===== src/include/bsfa_pkg.sv =====
// Constants for the status flag aggregator
package bsfa_pkg;
  localparam int FW = 16;
  // Field identifiers served by the field command port
  localparam logic [15:0] FID_HW_MASK = 16'h0010;
  localparam logic [15:0] FID_LINK_MASK = 16'h0011;
  localparam logic [15:0] FID_SW_MASK = 16'h0012;
  localparam logic [15:0] FID_SNS_MASK = 16'h0013;
  // Bit positions inside the detail and condition fields
  localparam int ALG_INIT_BIT = 0;
  localparam int ALG_RANGE_BIT = 1;
  localparam int DATA_CALIB_BIT = 0;
  localparam int HW_UNLOCK_BIT = 3;
  localparam int SW_INIT_BIT = 0;
  localparam int SW_ORIENT_BIT = 2;
  localparam int SW_TURN_BIT = 3;
  localparam int SNS_RANGE_BIT = 0;
  // Bit positions inside the error group
  localparam int GRP_ALG_BIT = 0;
  localparam int GRP_DATA_BIT = 1;
  // Bit positions inside the master word
  localparam int MW_FATAL_BIT = 0;
  localparam int MW_SWERR_BIT = 3;
  localparam int MW_ALERT_BIT = 8;
  localparam int MW_HW_BIT = 9;
  localparam int MW_LINK_BIT = 10;
  localparam int MW_SW_BIT = 11;
  localparam int MW_SNS_BIT = 12;
  // Defined (non-reserved) bits of each field
  localparam logic [15:0] ALG_VALID = 16'h0003;
  localparam logic [15:0] DATA_VALID = 16'h0001;
  localparam logic [15:0] GRP_VALID = 16'h0003;
  localparam logic [15:0] HW_VALID = 16'h0008;
  localparam logic [15:0] SW_VALID = 16'h000d;
  localparam logic [15:0] SNS_VALID = 16'h0001;
  localparam logic [15:0] LINK_VALID = 16'hffff;
  // Reset values
  localparam logic [15:0] FIELD_RST = 16'h0000;
  localparam logic [15:0] HW_MASK_RST = 16'h0000;
  localparam logic [15:0] LINK_MASK_RST = 16'h0000;
  localparam logic [15:0] SW_MASK_RST = 16'h0001;
  localparam logic [15:0] SNS_MASK_RST = 16'h0001;
endpackage

===== src/core/bsfa_core.sv =====
// Status and fault flag aggregation with field command port
`timescale 1ns/1ps
//
// Contract
// - Algorithm summary is OR of algorithm detail
// - Detail bit 0 flags init error, hard
// - Detail bit 1 flags fatal range, hard
// - Data summary is OR of data detail
// - Data bit 0 flags calibration checksum fault
// - Hardware summary is OR of masked field
// - Hardware bit 3 shows calibration write unlock
// - Software summary is OR of masked field
// - Software bit 0 shows filter initializing
// - Software bit 2 shows orientation-only tracking
// - Software bit 3 shows turn rate exceeded
// - Sensor summary is OR of masked field
// - Sensor bit 0 shows range excursion
// - Masks accessed only by field read/write
// - Hardware mask 0x0010, link mask 0x0011
// - Software mask 0x0012, sensor mask 0x0013
// - Enabled link condition raises link and alert
// - Masked-off bit never affects any summary
// - Top alert is OR of four summaries
// - Software fault is OR of error group
// - Alert bit 8, summaries bits 9 to 12
// - Hard errors raise top fatal at once
module bsfa_core
  import bsfa_pkg::*;
(
  // Clock, reset and enable
  input wire logic clk_sys,
  input wire logic rstn,
  input wire logic ce,
  // Error sources
  input wire logic init_error,
  input wire logic range_fatal,
  input wire logic calib_checksum_fault,
  // Condition sources
  input wire logic calib_write_unlocked,
  input wire logic filter_initializing,
  input wire logic orientation_only_tracking,
  input wire logic turn_rate_exceeded,
  input wire logic range_excursion,
  input wire logic [FW-1:0] link_condition,
  // Field command port
  input wire logic fld_cmd_valid,
  input wire logic fld_cmd_write,
  input wire logic [FW-1:0] fld_id,
  input wire logic [FW-1:0] fld_wdata,
  output logic fld_rsp_valid,
  output logic fld_rsp_error,
  output logic [FW-1:0] fld_rsp_data,
  // Fields
  output logic [FW-1:0] algorithm_error_detail,
  output logic [FW-1:0] data_error_detail,
  output logic [FW-1:0] sw_error_group,
  output logic [FW-1:0] hw_condition,
  output logic [FW-1:0] sw_condition,
  output logic [FW-1:0] sensor_condition,
  output logic [FW-1:0] health_master_word
);

  logic [FW-1:0] hw_condition_enable_mask;
  logic [FW-1:0] link_condition_enable_mask;
  logic [FW-1:0] sw_condition_enable_mask;
  logic [FW-1:0] sensor_condition_enable_mask;
  logic [FW-1:0] link_field;

  logic [FW-1:0] alg_set;
  logic [FW-1:0] data_set;
  logic [FW-1:0] next_alg;
  logic [FW-1:0] next_data;
  logic [FW-1:0] next_grp;
  logic [FW-1:0] next_hw;
  logic [FW-1:0] next_sw;
  logic [FW-1:0] next_sns;
  logic [FW-1:0] next_link;
  logic [FW-1:0] next_hw_mask;
  logic [FW-1:0] next_link_mask;
  logic [FW-1:0] next_sw_mask;
  logic [FW-1:0] next_sns_mask;
  logic [FW-1:0] next_word;
  logic [FW-1:0] rd_value;
  logic id_hit;
  logic wr_en;
  logic hw_sum;
  logic link_sum;
  logic sw_sum;
  logic sns_sum;

  // ************************************************
  // Hard error detail fields
  // ************************************************

  // Sticky until reset: hard failures are fatal
  always_comb begin
    alg_set = FIELD_RST;
    data_set = FIELD_RST;
    alg_set[ALG_INIT_BIT] = init_error;
    alg_set[ALG_RANGE_BIT] = range_fatal;
    data_set[DATA_CALIB_BIT] = calib_checksum_fault;
    // Reserved bits masked off
    next_alg = (algorithm_error_detail | alg_set) & ALG_VALID;
    next_data = (data_error_detail | data_set) & DATA_VALID;
    next_grp = FIELD_RST;
    next_grp[GRP_ALG_BIT] = |next_alg;
    next_grp[GRP_DATA_BIT] = |next_data;
  end

  always_ff @(posedge clk_sys or negedge rstn) begin
    if (!rstn) begin
      algorithm_error_detail <= FIELD_RST;
      data_error_detail <= FIELD_RST;
      sw_error_group <= FIELD_RST;
    end else if (ce) begin
      algorithm_error_detail <= next_alg;
      data_error_detail <= next_data;
      sw_error_group <= next_grp & GRP_VALID;
    end
  end

  // ************************************************
  // Condition fields
  // ************************************************

  always_comb begin
    next_hw = FIELD_RST;
    next_sw = FIELD_RST;
    next_sns = FIELD_RST;
    next_hw[HW_UNLOCK_BIT] = calib_write_unlocked;
    next_sw[SW_INIT_BIT] = filter_initializing;
    next_sw[SW_ORIENT_BIT] = orientation_only_tracking;
    next_sw[SW_TURN_BIT] = turn_rate_exceeded;
    next_sns[SNS_RANGE_BIT] = range_excursion;
    next_link = link_condition & LINK_VALID;
  end

  always_ff @(posedge clk_sys or negedge rstn) begin
    if (!rstn) begin
      hw_condition <= FIELD_RST;
      sw_condition <= FIELD_RST;
      sensor_condition <= FIELD_RST;
      link_field <= FIELD_RST;
    end else if (ce) begin
      hw_condition <= next_hw;
      sw_condition <= next_sw;
      sensor_condition <= next_sns;
      link_field <= next_link;
    end
  end

  // ************************************************
  // Enable masks and field commands
  // ************************************************

  assign wr_en = fld_cmd_valid && fld_cmd_write;

  // Only the field port reaches the masks
  always_comb begin
    next_hw_mask = hw_condition_enable_mask;
    next_link_mask = link_condition_enable_mask;
    next_sw_mask = sw_condition_enable_mask;
    next_sns_mask = sensor_condition_enable_mask;
    id_hit = 1'b1;
    rd_value = FIELD_RST;
    unique case (fld_id)
      FID_HW_MASK: begin
        rd_value = hw_condition_enable_mask;
        if (wr_en) begin
          next_hw_mask = fld_wdata & HW_VALID;
        end
      end
      FID_LINK_MASK: begin
        rd_value = link_condition_enable_mask;
        if (wr_en) begin
          next_link_mask = fld_wdata & LINK_VALID;
        end
      end
      FID_SW_MASK: begin
        rd_value = sw_condition_enable_mask;
        if (wr_en) begin
          next_sw_mask = fld_wdata & SW_VALID;
        end
      end
      FID_SNS_MASK: begin
        rd_value = sensor_condition_enable_mask;
        if (wr_en) begin
          next_sns_mask = fld_wdata & SNS_VALID;
        end
      end
      default: begin
        id_hit = 1'b0;
      end
    endcase
  end

  always_ff @(posedge clk_sys or negedge rstn) begin
    if (!rstn) begin
      hw_condition_enable_mask <= HW_MASK_RST;
      link_condition_enable_mask <= LINK_MASK_RST;
      sw_condition_enable_mask <= SW_MASK_RST;
      sensor_condition_enable_mask <= SNS_MASK_RST;
    end else if (ce) begin
      hw_condition_enable_mask <= next_hw_mask;
      link_condition_enable_mask <= next_link_mask;
      sw_condition_enable_mask <= next_sw_mask;
      sensor_condition_enable_mask <= next_sns_mask;
    end
  end

  // Write answers with the value now stored
  always_ff @(posedge clk_sys or negedge rstn) begin
    if (!rstn) begin
      fld_rsp_valid <= 1'b0;
      fld_rsp_error <= 1'b0;
      fld_rsp_data <= FIELD_RST;
    end else if (ce) begin
      fld_rsp_valid <= fld_cmd_valid;
      fld_rsp_error <= fld_cmd_valid && !id_hit;
      if (fld_cmd_valid) begin
        fld_rsp_data <= FIELD_RST;
        unique case (fld_id)
          FID_HW_MASK: fld_rsp_data <= next_hw_mask;
          FID_LINK_MASK: fld_rsp_data <= next_link_mask;
          FID_SW_MASK: fld_rsp_data <= next_sw_mask;
          FID_SNS_MASK: fld_rsp_data <= next_sns_mask;
          default: fld_rsp_data <= FIELD_RST;
        endcase
        if (!fld_cmd_write) begin
          fld_rsp_data <= rd_value;
        end
      end
    end
  end

  // ************************************************
  // Master word
  // ************************************************

  // Built from next values so it moves with fields
  always_comb begin
    hw_sum = |(next_hw & next_hw_mask);
    link_sum = |(next_link & next_link_mask);
    sw_sum = |(next_sw & next_sw_mask);
    sns_sum = |(next_sns & next_sns_mask);
    next_word = FIELD_RST;
    // All errors here are hard: no persistence
    next_word[MW_FATAL_BIT] = |next_grp;
    next_word[MW_SWERR_BIT] = |next_grp;
    next_word[MW_ALERT_BIT] = hw_sum | link_sum | sw_sum | sns_sum;
    next_word[MW_HW_BIT] = hw_sum;
    next_word[MW_LINK_BIT] = link_sum;
    next_word[MW_SW_BIT] = sw_sum;
    next_word[MW_SNS_BIT] = sns_sum;
  end

  always_ff @(posedge clk_sys or negedge rstn) begin
    if (!rstn) begin
      health_master_word <= FIELD_RST;
    end else if (ce) begin
      health_master_word <= next_word;
    end
  end
endmodule


===== config.mk =====
export PLATFORM = sky130hd
export DESIGN_NAME = bsfa_core
export DESIGN_NICKNAME = d
export VERILOG_FILES = /design/src/include/bsfa_pkg.sv /design/src/core/bsfa_core.sv
export SDC_FILE = /design/constraint.sdc
export NUM_CORES = 1
export LEC_CHECK = 0
export ABC_AREA = 1
export BUFFER_PORTS_ARGS = -buffer_cell sky130_fd_sc_hd__buf_2
export CAP_MARGIN = 0
export CELL_PAD_IN_SITES_DETAIL_PLACEMENT = 1
export CELL_PAD_IN_SITES_GLOBAL_PLACEMENT = 2
export CORE_MARGIN = 2
export CORE_UTILIZATION = 28
export DETAILED_ROUTE_END_ITERATION = 12
export PLACE_DENSITY_LB_ADDON = 0.1
export SLEW_MARGIN = 20
export SYNTH_ARGS = -nofsm -noshare
export SYNTH_HDL_FRONTEND = slang
export SYNTH_SLANG_ARGS = --single-unit

===== constraint.sdc =====
create_clock -name clk_sys -period 1.4 [get_ports clk_sys]
set_input_delay 0.14 -clock clk_sys [delete_from_list [all_inputs] [get_ports clk_sys]]
set_output_delay 0.14 -clock clk_sys [all_outputs]
set_load 0.05 [all_outputs]

==> summary.txt, run 1 <==
Drt
  • Routed Antenna Nets: 0
  • DR vias/cell: 4.41
  • Pre-Repair DR Iteration Count: 4
  • Routed wire length: 17600 µm
  • DRC violations left: 0
  • Initial DRC count: 230
  • DR vias: 4870
  • Routed len/inst: 15.9 µm

Power and ir drop
  • Peak VDD IR: 0.000585 V
  • PD cells: 1040 nW/µm²
  • Leakage: 3.86 nW

Clocking
  • H-tree depth reported by CTS: 3
  • Clock root buffer: clkbuf_16
  • Later-pin clock latency in the skew report: 360 ps
  • Clock sink count: 97
  • CTS tree: built
  • CTS clk-pin slew, worst paths: 70 ps
  • Total CTS buffers: 9
  • Clk buf depth: 2

Timing
  • Final Worst Setup Slack: 2.88 ps
  • Final setup fails: 0
  • Worst slew margin: 0.565
  • Fmax: 716 MHz
  • Hold Fails Final Rpt: 0
  • Final slew viol count: 0
  • Final Cycle Share: 0.998
  • Setup Skew: 8.20 ps
  • RSZ-0062 raised after global routing: true
  • Worst-Margin Slew: 652 ps
  • Minimum clock period: 1400 ps

Die
  • Die span in x: 143 µm
  • Initial Util: 0.287
  • Core area: 18800 µm²
  • Row count: 50
  • I/O pins: 191
  • Chip Height: 143 µm
  • Die Area: 20400 µm²

Cells and area
  • Fill count: 2335
  • Nets: 927
  • P&R area growth vs syn: 32.2%
  • Proportion of layout cells with a drive suffix above 1: 0.335
  • Number of diodes: 0
  • Design Area, Final: 7130 µm²

Yosys
  • Mapped Cells: 687
  • Area leader, netlist: dfrtp_1
  • Share of the synthesized area in the top cell type: 0.441
  • Post-synthesis sequential area ratio: 0.451
  • Synthesis Warnings: 0
  • Post-synth cell types: 29
  • Cell Area, Synth: 5390 µm²
  • Mean Syn Cell Area: 7.85 µm²
  • Post-synthesis register bit count: 97
  • Top cells by area, synth: dfrtp_1 (44%), buf_4 (14%), nand2_1 (11%)

Worst setup path
  • Reg2reg path depth: 10
  • CP Launch Type: primary input
  • WS Path Type: in -> reg
  • Critical Path End Type: flop
  • CP Launch Point: fld_id[11]
  • CP max FO: 5
  • Critical Path AT: 1650 ps
  • Slowest CP cell: nor2_4
  • RR Endpoint: health_master_word[8]
  • CP dominant cell by count: nor2_1
  • Critical path's largest stage delay: 200 ps
  • WP data required: 1650 ps
  • R2r setup slk: 20 ps
  • Reg-to-Reg Start: link_condition_enable_mask[15]
  • CP Cell Sequence: buf_2, nor2_1, nand2_1, nor2_4, buf_12, clkbuf_16, nand3_2, nand3_1, nand3_2, nor2_2, nand4_1, nor2_1, nor2_1

Place
  • Buffers added on ports: 95
  • Hpwl dp: 12900 µm
  • Placer congestion estimate: 0.784
  • Setup Slack @ Placement: -531 ps
  • Cell area after placement: 6300 µm²

Flow run
  • Max-cap violations: 0

Global routing
  • Largest net degree at the start of global routing: 45
  • Vias in the first global route: 4957
  • Initial antenna violation count: 0
  • Global-route wire length before repair: 26900 µm
  • Global Route Usage Sum: 0.173
  • Congestion Overflow GR: 0

Min path
  • Worst Hold End: hw_condition[3]
  • HP Start: calib_write_unlocked
  • Min-Delay Path Class: in -> reg
  • Hold path cells: 3

Run status
  • Status: completed
[logic make-up (layout without fill, tap and decap cells)]
family / after synthesis / in the layout / share of synthesized area
buffers and inverters: 200 / 290 / 0.217
flip-flops: 97 / 97 / 0.451
AO/OA/AOI/OAI: 70 / 70 / 0.0771
other: 1 / 95 / 0.000696
AND/OR/NAND/NOR: 319 / 319 / 0.255
[layout make-up]
type	instances	area (µm²)	share of cell area
Sequential cell	97	2430	0.341
Multi-Input combinational cell	484	2380	0.333
Timing Repair Buffer	200	1450	0.204
Tap cell	234	293	0.0411
Inverter	74	280	0.0393
Clock buffer	9	225	0.0316
Clock inverter	7	70.1	0.00983
[worst max path at each step]
stage / cells past startpoint / slack (ps) / to
2_1_floorplan: 12 / 30 / health_master_word[8]
3_3_place_gp: 11 / -560 / health_master_word[8]
3_5_place_dp: 11 / -530 / health_master_word[8]
4_1_cts: 10 / -20 / health_master_word[8]
5_1_grt: 13 / -120 / health_master_word[8]
6_report: 13 / 3 / health_master_word[8]
[Yosys cell counts, drive strengths merged]
cell type and count:
nor2 56, o31ai 1, nand2 156, o41ai 1, conb 1, o2111ai 13, o21ai 48, buf 114
nand4 3, a21o 2, o21a 1, a21oi 2, nand3 99, dfrtp 95, nor3 2, o22ai 2
clkbuf 12, or2 3, dfstp 2, inv 74
[flip-flops by register name, summed over array words and instances, names as in the netlist]
register                      cells
fld_rsp_error                     1
hw_condition                      1
fld_rsp_data                     16
health_master_word                6
link_condition_enable_mask       16
sensor_condition_enable_mask     16
sensor_condition                  1
fld_rsp_valid                     1
sw_condition_enable_mask         16
hw_condition_enable_mask         16
sw_condition                      3
algorithm_error_detail            2
sw_error_group                    2
[cells in the final DEF, fill, tap and decap left out, types with 3 or more instances in the layout]
| master | count |
|---|---|
| o21ai_2 | 14 |
| o21ai_1 | 3 |
| nor2_2 | 3 |
| buf_4 | 88 |
| nand3_1 | 75 |
| nor2_4 | 3 |
| buf_12 | 11 |
| nand2_2 | 12 |
| nand4_1 | 3 |
| o2111ai_1 | 13 |
| inv_2 | 15 |
| dfrtp_1 | 95 |
| o21ai_0 | 31 |
| nand2_1 | 143 |
| inv_1 | 58 |
| nand3_2 | 22 |
| clkbuf_16 | 11 |
| inv_6 | 3 |
| buf_2 | 94 |
| nor2_1 | 50 |
| conb_1 | 95 |
| dlygate4sd3_1 | 3 |
[power breakdown]
part	switching, mW	internal, mW	leakage [nW]
logic	1.36	0.525	2.59
registers	0.0599	2.92	1.13
clock network	1.26	1.26	0.147
[stage by stage]
stage                     TNS [ps]   util  hold WS [ps]  power [mW]  instances
after floorplan                  0      -          -156        4.33        781
after global placement      -15070  0.336           130        4.69       1058
after detailed placement    -15920  0.336           137        4.72       1058
after CTS                    -23.9  0.364          7.21        7.40       1091
after global routing          -370  0.380          30.1        7.78       1105
final                            0  0.380          20.3        7.39       1105
[layer usage]
metal	routed length (µm)	GRT usage	vias up
met5	0	0	-
met4	201	0.0334	0
met3	675	0.0369	14
met2	8860	0.303	98
met1	7830	0.220	2402
li1	-	-	2356
[what timing repair did]
action	4_1_cts	5_1_grt
hold buffers	3	0
gates resized for setup	33	40
endpoints found under the hold margin	25	0
pin swaps	17	26
gates cloned	0	3
setup buffers	14	11
setup endpoints to repair	2	36
[critical path, delay by kind of cell]
family	cells	cell delay, ps
buffers and inverters	3	390
AND/OR/NAND/NOR	10	1110
Note: power is estimated with default switching activity, not from simulation.
==> run 2, diff against run 1 <==
Clock period 1.4 ns to 1.3 ns, I/O delays scaled along.
==> summary.txt, run 2 (synthesized netlist as in run 1, its figures left out) <==
Die
  • I/O pins: 191
  • Core area: 18800 µm²
  • Chip Height: 143 µm
  • Die Area: 20400 µm²
  • Die span in x: 143 µm
  • Row count: 50
  • Initial Util: 0.287

Cells and area
  • P&R area growth vs syn: 30.7%
  • Nets: 914
  • Number of diodes: 0
  • Most common cell after layout, fill and taps aside: nand2_1
  • Post-route insts no fill: 1092
  • Fill count: 2295
  • Commonest cells after routing, fill and taps aside: nand2_1 (143), conb_1 (95), dfrtp_1 (95), buf_2 (94), nand3_1 (82)
  • Proportion of layout cells with a drive suffix above 1: 0.317

Run status
  • Failing checks: negative setup slack
  • Status: finished with violations

Worst setup path
  • Critical Path AT: 1680 ps
  • WP data required: 1550 ps
  • Critical Path End Type: flop
  • Reg-to-Reg Start: link_condition_enable_mask[9]
  • CP Launch Type: flop
  • Reg2reg path depth: 11
  • CP Launch Point: link_condition_enable_mask[9]
  • WS Path Type: reg -> reg
  • CP max FO: 2

Drt
  • Routed Antenna Nets: 0
  • Routed wire length: 17100 µm
  • DRC violations left: 0
  • Pre-Repair DR Iteration Count: 4
  • DR vias: 4743
  • Initial DRC count: 157
  • Routed len/inst: 15.7 µm
  • DR vias/cell: 4.34

Place
  • Placed cell count: 1059
  • Placer congestion estimate: 0.779
  • Buffers added on ports: 95
  • Hpwl dp: 12600 µm

Timing
  • Setup Skew: 4.46 ps
  • Hold Fails Final Rpt: 0
  • Minimum clock period: 1420 ps
  • Final Cycle Share: 1.09
  • Fmax: 703 MHz
  • Final slew viol count: 0
  • Worst hold slack: 20.8 ps
  • Setup TNS: -201 ps
  • Final setup fails: 2
  • Worst-Margin Slew: 628 ps
  • Final Worst Setup Slack: -123 ps
  • RSZ-0062 raised after global routing: true
  • Worst slew margin: 0.581

Clocking
  • Clock root buffer: clkbuf_16
  • CTS tree: built
  • CTS clk-pin slew, worst paths: 70 ps
  • H-tree depth reported by CTS: 3
  • Clk buf depth: 2
  • Later-pin clock latency in the skew report: 360 ps
  • Total CTS buffers: 9
  • Clock sink count: 97

Global routing
  • Initial antenna violation count: 0
  • Largest net degree at the start of global routing: 33
  • Global Route Usage Sum: 0.169
  • Global-route wire length before repair: 26400 µm
  • Vias in the first global route: 4918
  • Congestion Overflow GR: 0

Flow run
  • Max-cap violations: 0

Min path
  • HP Start: turn_rate_exceeded
  • Min-Delay Path Class: in -> reg
  • Hold path cells: 3

Power and ir drop
  • Peak VDD IR: 0.000667 V
  • Design Power: 7.92 mW
  • PD cells: 1120 nW/µm²
  • Leakage: 3.81 nW
-- run 2: changes by cell type in the layout (fill, tap and decap cells not counted), sizes merged --
cell,delta
dlygate4sd3,+1
buf,-12
clkbuf,+1
inv,-3
clkinvlp,+1
clkinv,-1
-- run 2: final timing paths --
check | end | slack [ps]
worst max-delay path | health_master_word[8] | -120
worst min-delay path | sw_condition[3] | 20
worst max register to register | health_master_word[8] | -120
worst min register to register | sw_condition_enable_mask[15] | 470
max in group asynchronous | hw_condition_enable_mask[13] | 510
min in group asynchronous | health_master_word[9] | 260
-- run 2: layout make-up --
cell class,count,area [µm²],share of cell area
Sequential cell,97,2430,0.345
Multi-Input combinational cell,484,2400,0.340
Timing Repair Buffer,187,1360,0.193
Tap cell,234,293,0.0416
Inverter,74,280,0.0398
Clock buffer,12,256,0.0364
Clock inverter,4,33.8,0.00479
-- run 2: critical path: stages, from the launching register on --
cell	delay, ps
dfrtp_1	380
inv_2	50
nand2_1	40
o21ai_1	70
buf_4	140
nand3_4	70
nand3_2	80
nand2_2	60
nor2_2	110
nand4_1	140
nor2_1	120
nor2_1	60
-- run 2: layer usage --
metal / routed length, µm / GRT usage / vias to the layer above
li1: - / - / 2336
met1: 7880 / 0.221 / 2291
met2: 8400 / 0.287 / 96
met3: 578 / 0.0322 / 20
met4: 284 / 0.0485 / 0
met5: 0 / 0 / -
-- run 2: repair_timing --
action / CTS / global route
hold buffers: 4 / 0
gates resized for setup: 32 / 30
endpoints found under the setup margin: 8 / 30
cloned: 0 / 0
pin swaps: 10 / 20
endpoints found under the hold margin: 22 / 0
buffers inserted: 1 / 12
-- run 2: through the flow --
stage | setup slack, ps | utilization | cell area [µm²]
final | -123 | 0.375 | 7050
after global routing | -213 | 0.375 | 7050
after CTS | -130 | 0.365 | 6860
after detailed placement | -617 | 0.342 | 6420
after global placement | -640 | 0.342 | 6420
after floorplan | -57.4 | - | 5820
-- run 2: report_power, final --
group,switching [mW],internal [mW],leakage (nW)
logic,1.47,0.565,2.54
clock network,1.26,1.42,0.140
registers,0.0589,3.15,1.13
==> run 3, diff against run 2 <==
Settings changed: CELL_PAD_IN_SITES_DETAIL_PLACEMENT 1 to unset, CELL_PAD_IN_SITES_GLOBAL_PLACEMENT 2 to unset, CORE_UTILIZATION 28 to 51.
==> summary.txt, run 3 (synthesized netlist as in run 1, its figures left out) <==
Global routing
  • Vias in the first global route: 4587
  • Largest net degree at the start of global routing: 33
  • Global Route Usage Sum: 0.252
  • Initial antenna violation count: 0
  • Congestion Overflow GR: 0
  • Global-route wire length before repair: 22400 µm

Worst setup path
  • WS Path Type: reg -> reg
  • CP Launch Type: flop
  • R2r setup slk: -100 ps
  • WP data required: 1550 ps
  • Critical Path End Type: flop
  • CP max FO: 2
  • Critical Path AT: 1650 ps

Timing
  • Hold Fails Final Rpt: 0
  • Setup Skew: 11.5 ps
  • Final Worst Setup Slack: -95.3 ps
  • Worst-Margin Slew: 620 ps
  • Final slew viol count: 0
  • Worst hold slack: 29.2 ps
  • Minimum clock period: 1400 ps
  • RSZ-0062 raised after global routing: true
  • Final setup fails: 5
  • Setup TNS: -303 ps
  • Worst slew margin: 0.586
  • Fmax: 717 MHz
  • Final Cycle Share: 1.07

Die
  • Core area: 10300 µm²
  • Die Area: 11400 µm²
  • Row count: 37
  • I/O pins: 191
  • Die span in x: 107 µm
  • Initial Util: 0.524
  • Chip Height: 107 µm

Drt
  • Routed wire length: 14300 µm
  • Routed len/inst: 14.2 µm
  • DR vias: 4931
  • DRC violations left: 0
  • Initial DRC count: 324
  • Pre-Repair DR Iteration Count: 5
  • Routed Antenna Nets: 0
  • DR vias/cell: 4.88

Power and ir drop
  • Peak VDD IR: 0.000740 V
  • Leakage: 3.85 nW
  • PD cells: 1050 nW/µm²

Cells and area
  • Final Util: 0.676
  • Commonest cells after routing, fill and taps aside: nand2_1 (145), conb_1 (95), dfrtp_1 (95), buf_2 (94), buf_4 (90)
  • Fill count: 855
  • Nets: 930
  • Number of diodes: 0
  • P&R area growth vs syn: 28.9%
  • Most common cell after layout, fill and taps aside: nand2_1
  • Proportion of layout cells with a drive suffix above 1: 0.339

Place
  • Hpwl dp: 10000 µm
  • Buffers added on ports: 95
  • Placer congestion estimate: 0.901

Clocking
  • Clock sink count: 97
  • CTS clk-pin slew, worst paths: 100 ps
  • Clk buf depth: 2
  • Clock root buffer: clkbuf_8
  • Total CTS buffers: 9
  • Later-pin clock latency in the skew report: 370 ps
  • CTS tree: built
  • H-tree depth reported by CTS: 3

Run status
  • Failing checks: negative setup slack
  • Status: finished with violations

Flow run
  • Max-cap violations: 0

Min path
  • Min-Delay Path Class: in -> reg
## run 3: cell count changes in the layout (fill, tap and decap cells not counted), moves of 3 or more
cell	before	now
buf_4	73	90
clkbuf_16	9	0
clkbuf_8	2	10
inv_2	9	16
inv_1	64	58
nand3_1	82	77
nand3_2	16	20
buf_12	13	10
dlygate4sd3_1	4	7
o21ai_0	28	31
## run 3: per-layer routing
layer | GRT usage | part of all wire | wire length, µm | vias up
met4 | 0.0788 | 0.015 | 221 | 0
met1 | 0.327 | 0.42 | 6040 | 2349
met3 | 0.0401 | 0.056 | 796 | 21
met5 | 0 | 0 | 0 | -
met2 | 0.433 | 0.51 | 7270 | 195
li1 | - | - | - | 2366
## run 3: report_power, final
part / internal (mW) / total (mW) / switching, mW
logic: 0.567 / 2.00 / 1.44
clock network: 0.971 / 2.12 / 1.15
registers: 3.15 / 3.21 / 0.0626
total: 4.68 / 7.33 / 2.64
## run 3: path summary, 6_finish.rpt
path,from,end,cells after the start
min,calib_checksum_fault,sw_error_group[1],3
max,link_condition_enable_mask[4],link_condition_enable_mask[4],9
max reg2reg,link_condition_enable_mask[4],link_condition_enable_mask[4],9
min in group asynchronous,rstn,health_master_word[9],2
min reg2reg,sensor_condition[0],sensor_condition[0],2
max in group asynchronous,rstn,sw_condition_enable_mask[12],3
## run 3: area by class of cell
| cell class | count | area (µm²) | share of cell area |
|---|---|---|---|
| Timing Repair Buffer | 203 | 1440 | 0.207 |
| Multi-Input combinational cell | 484 | 2420 | 0.349 |
| Clock inverter | 6 | 72.6 | 0.0104 |
| Clock buffer | 10 | 138 | 0.0198 |
| Tap cell | 136 | 170 | 0.0245 |
| Sequential cell | 97 | 2430 | 0.350 |
| Inverter | 74 | 278 | 0.0400 |
## run 3: worst max-delay path, cell delays in order (launching register included)
cell     delay, ps
dfrtp_1        380
inv_1           70
nand2_1         60
o21ai_2         90
nand3_2        120
buf_4          150
buf_4          130
buf_4          120
nand3_1         70
o21ai_0         90
## run 3: per-stage QoR
step	power (mW)	area (µm²)	worst slack, ps	instances
2_1_floorplan	4.68	5820	-57.4	781
3_3_place_gp	5.04	6250	-506	959
3_5_place_dp	5.05	6250	-525	959
4_1_cts	7.27	6760	-61.7	1000
5_1_grt	7.63	6950	-197	1010
6_report	7.33	6950	-95.3	1010
## run 3: what timing repair did
action / 4_1_cts / 5_1_grt
setup buffers: 18 / 12
resized for setup: 31 / 35
pin swaps: 22 / 26
hold endpoints to repair: 28 / 0
endpoints found under the setup margin: 2 / 32
gates cloned: 0 / 0
hold buffers: 7 / 0
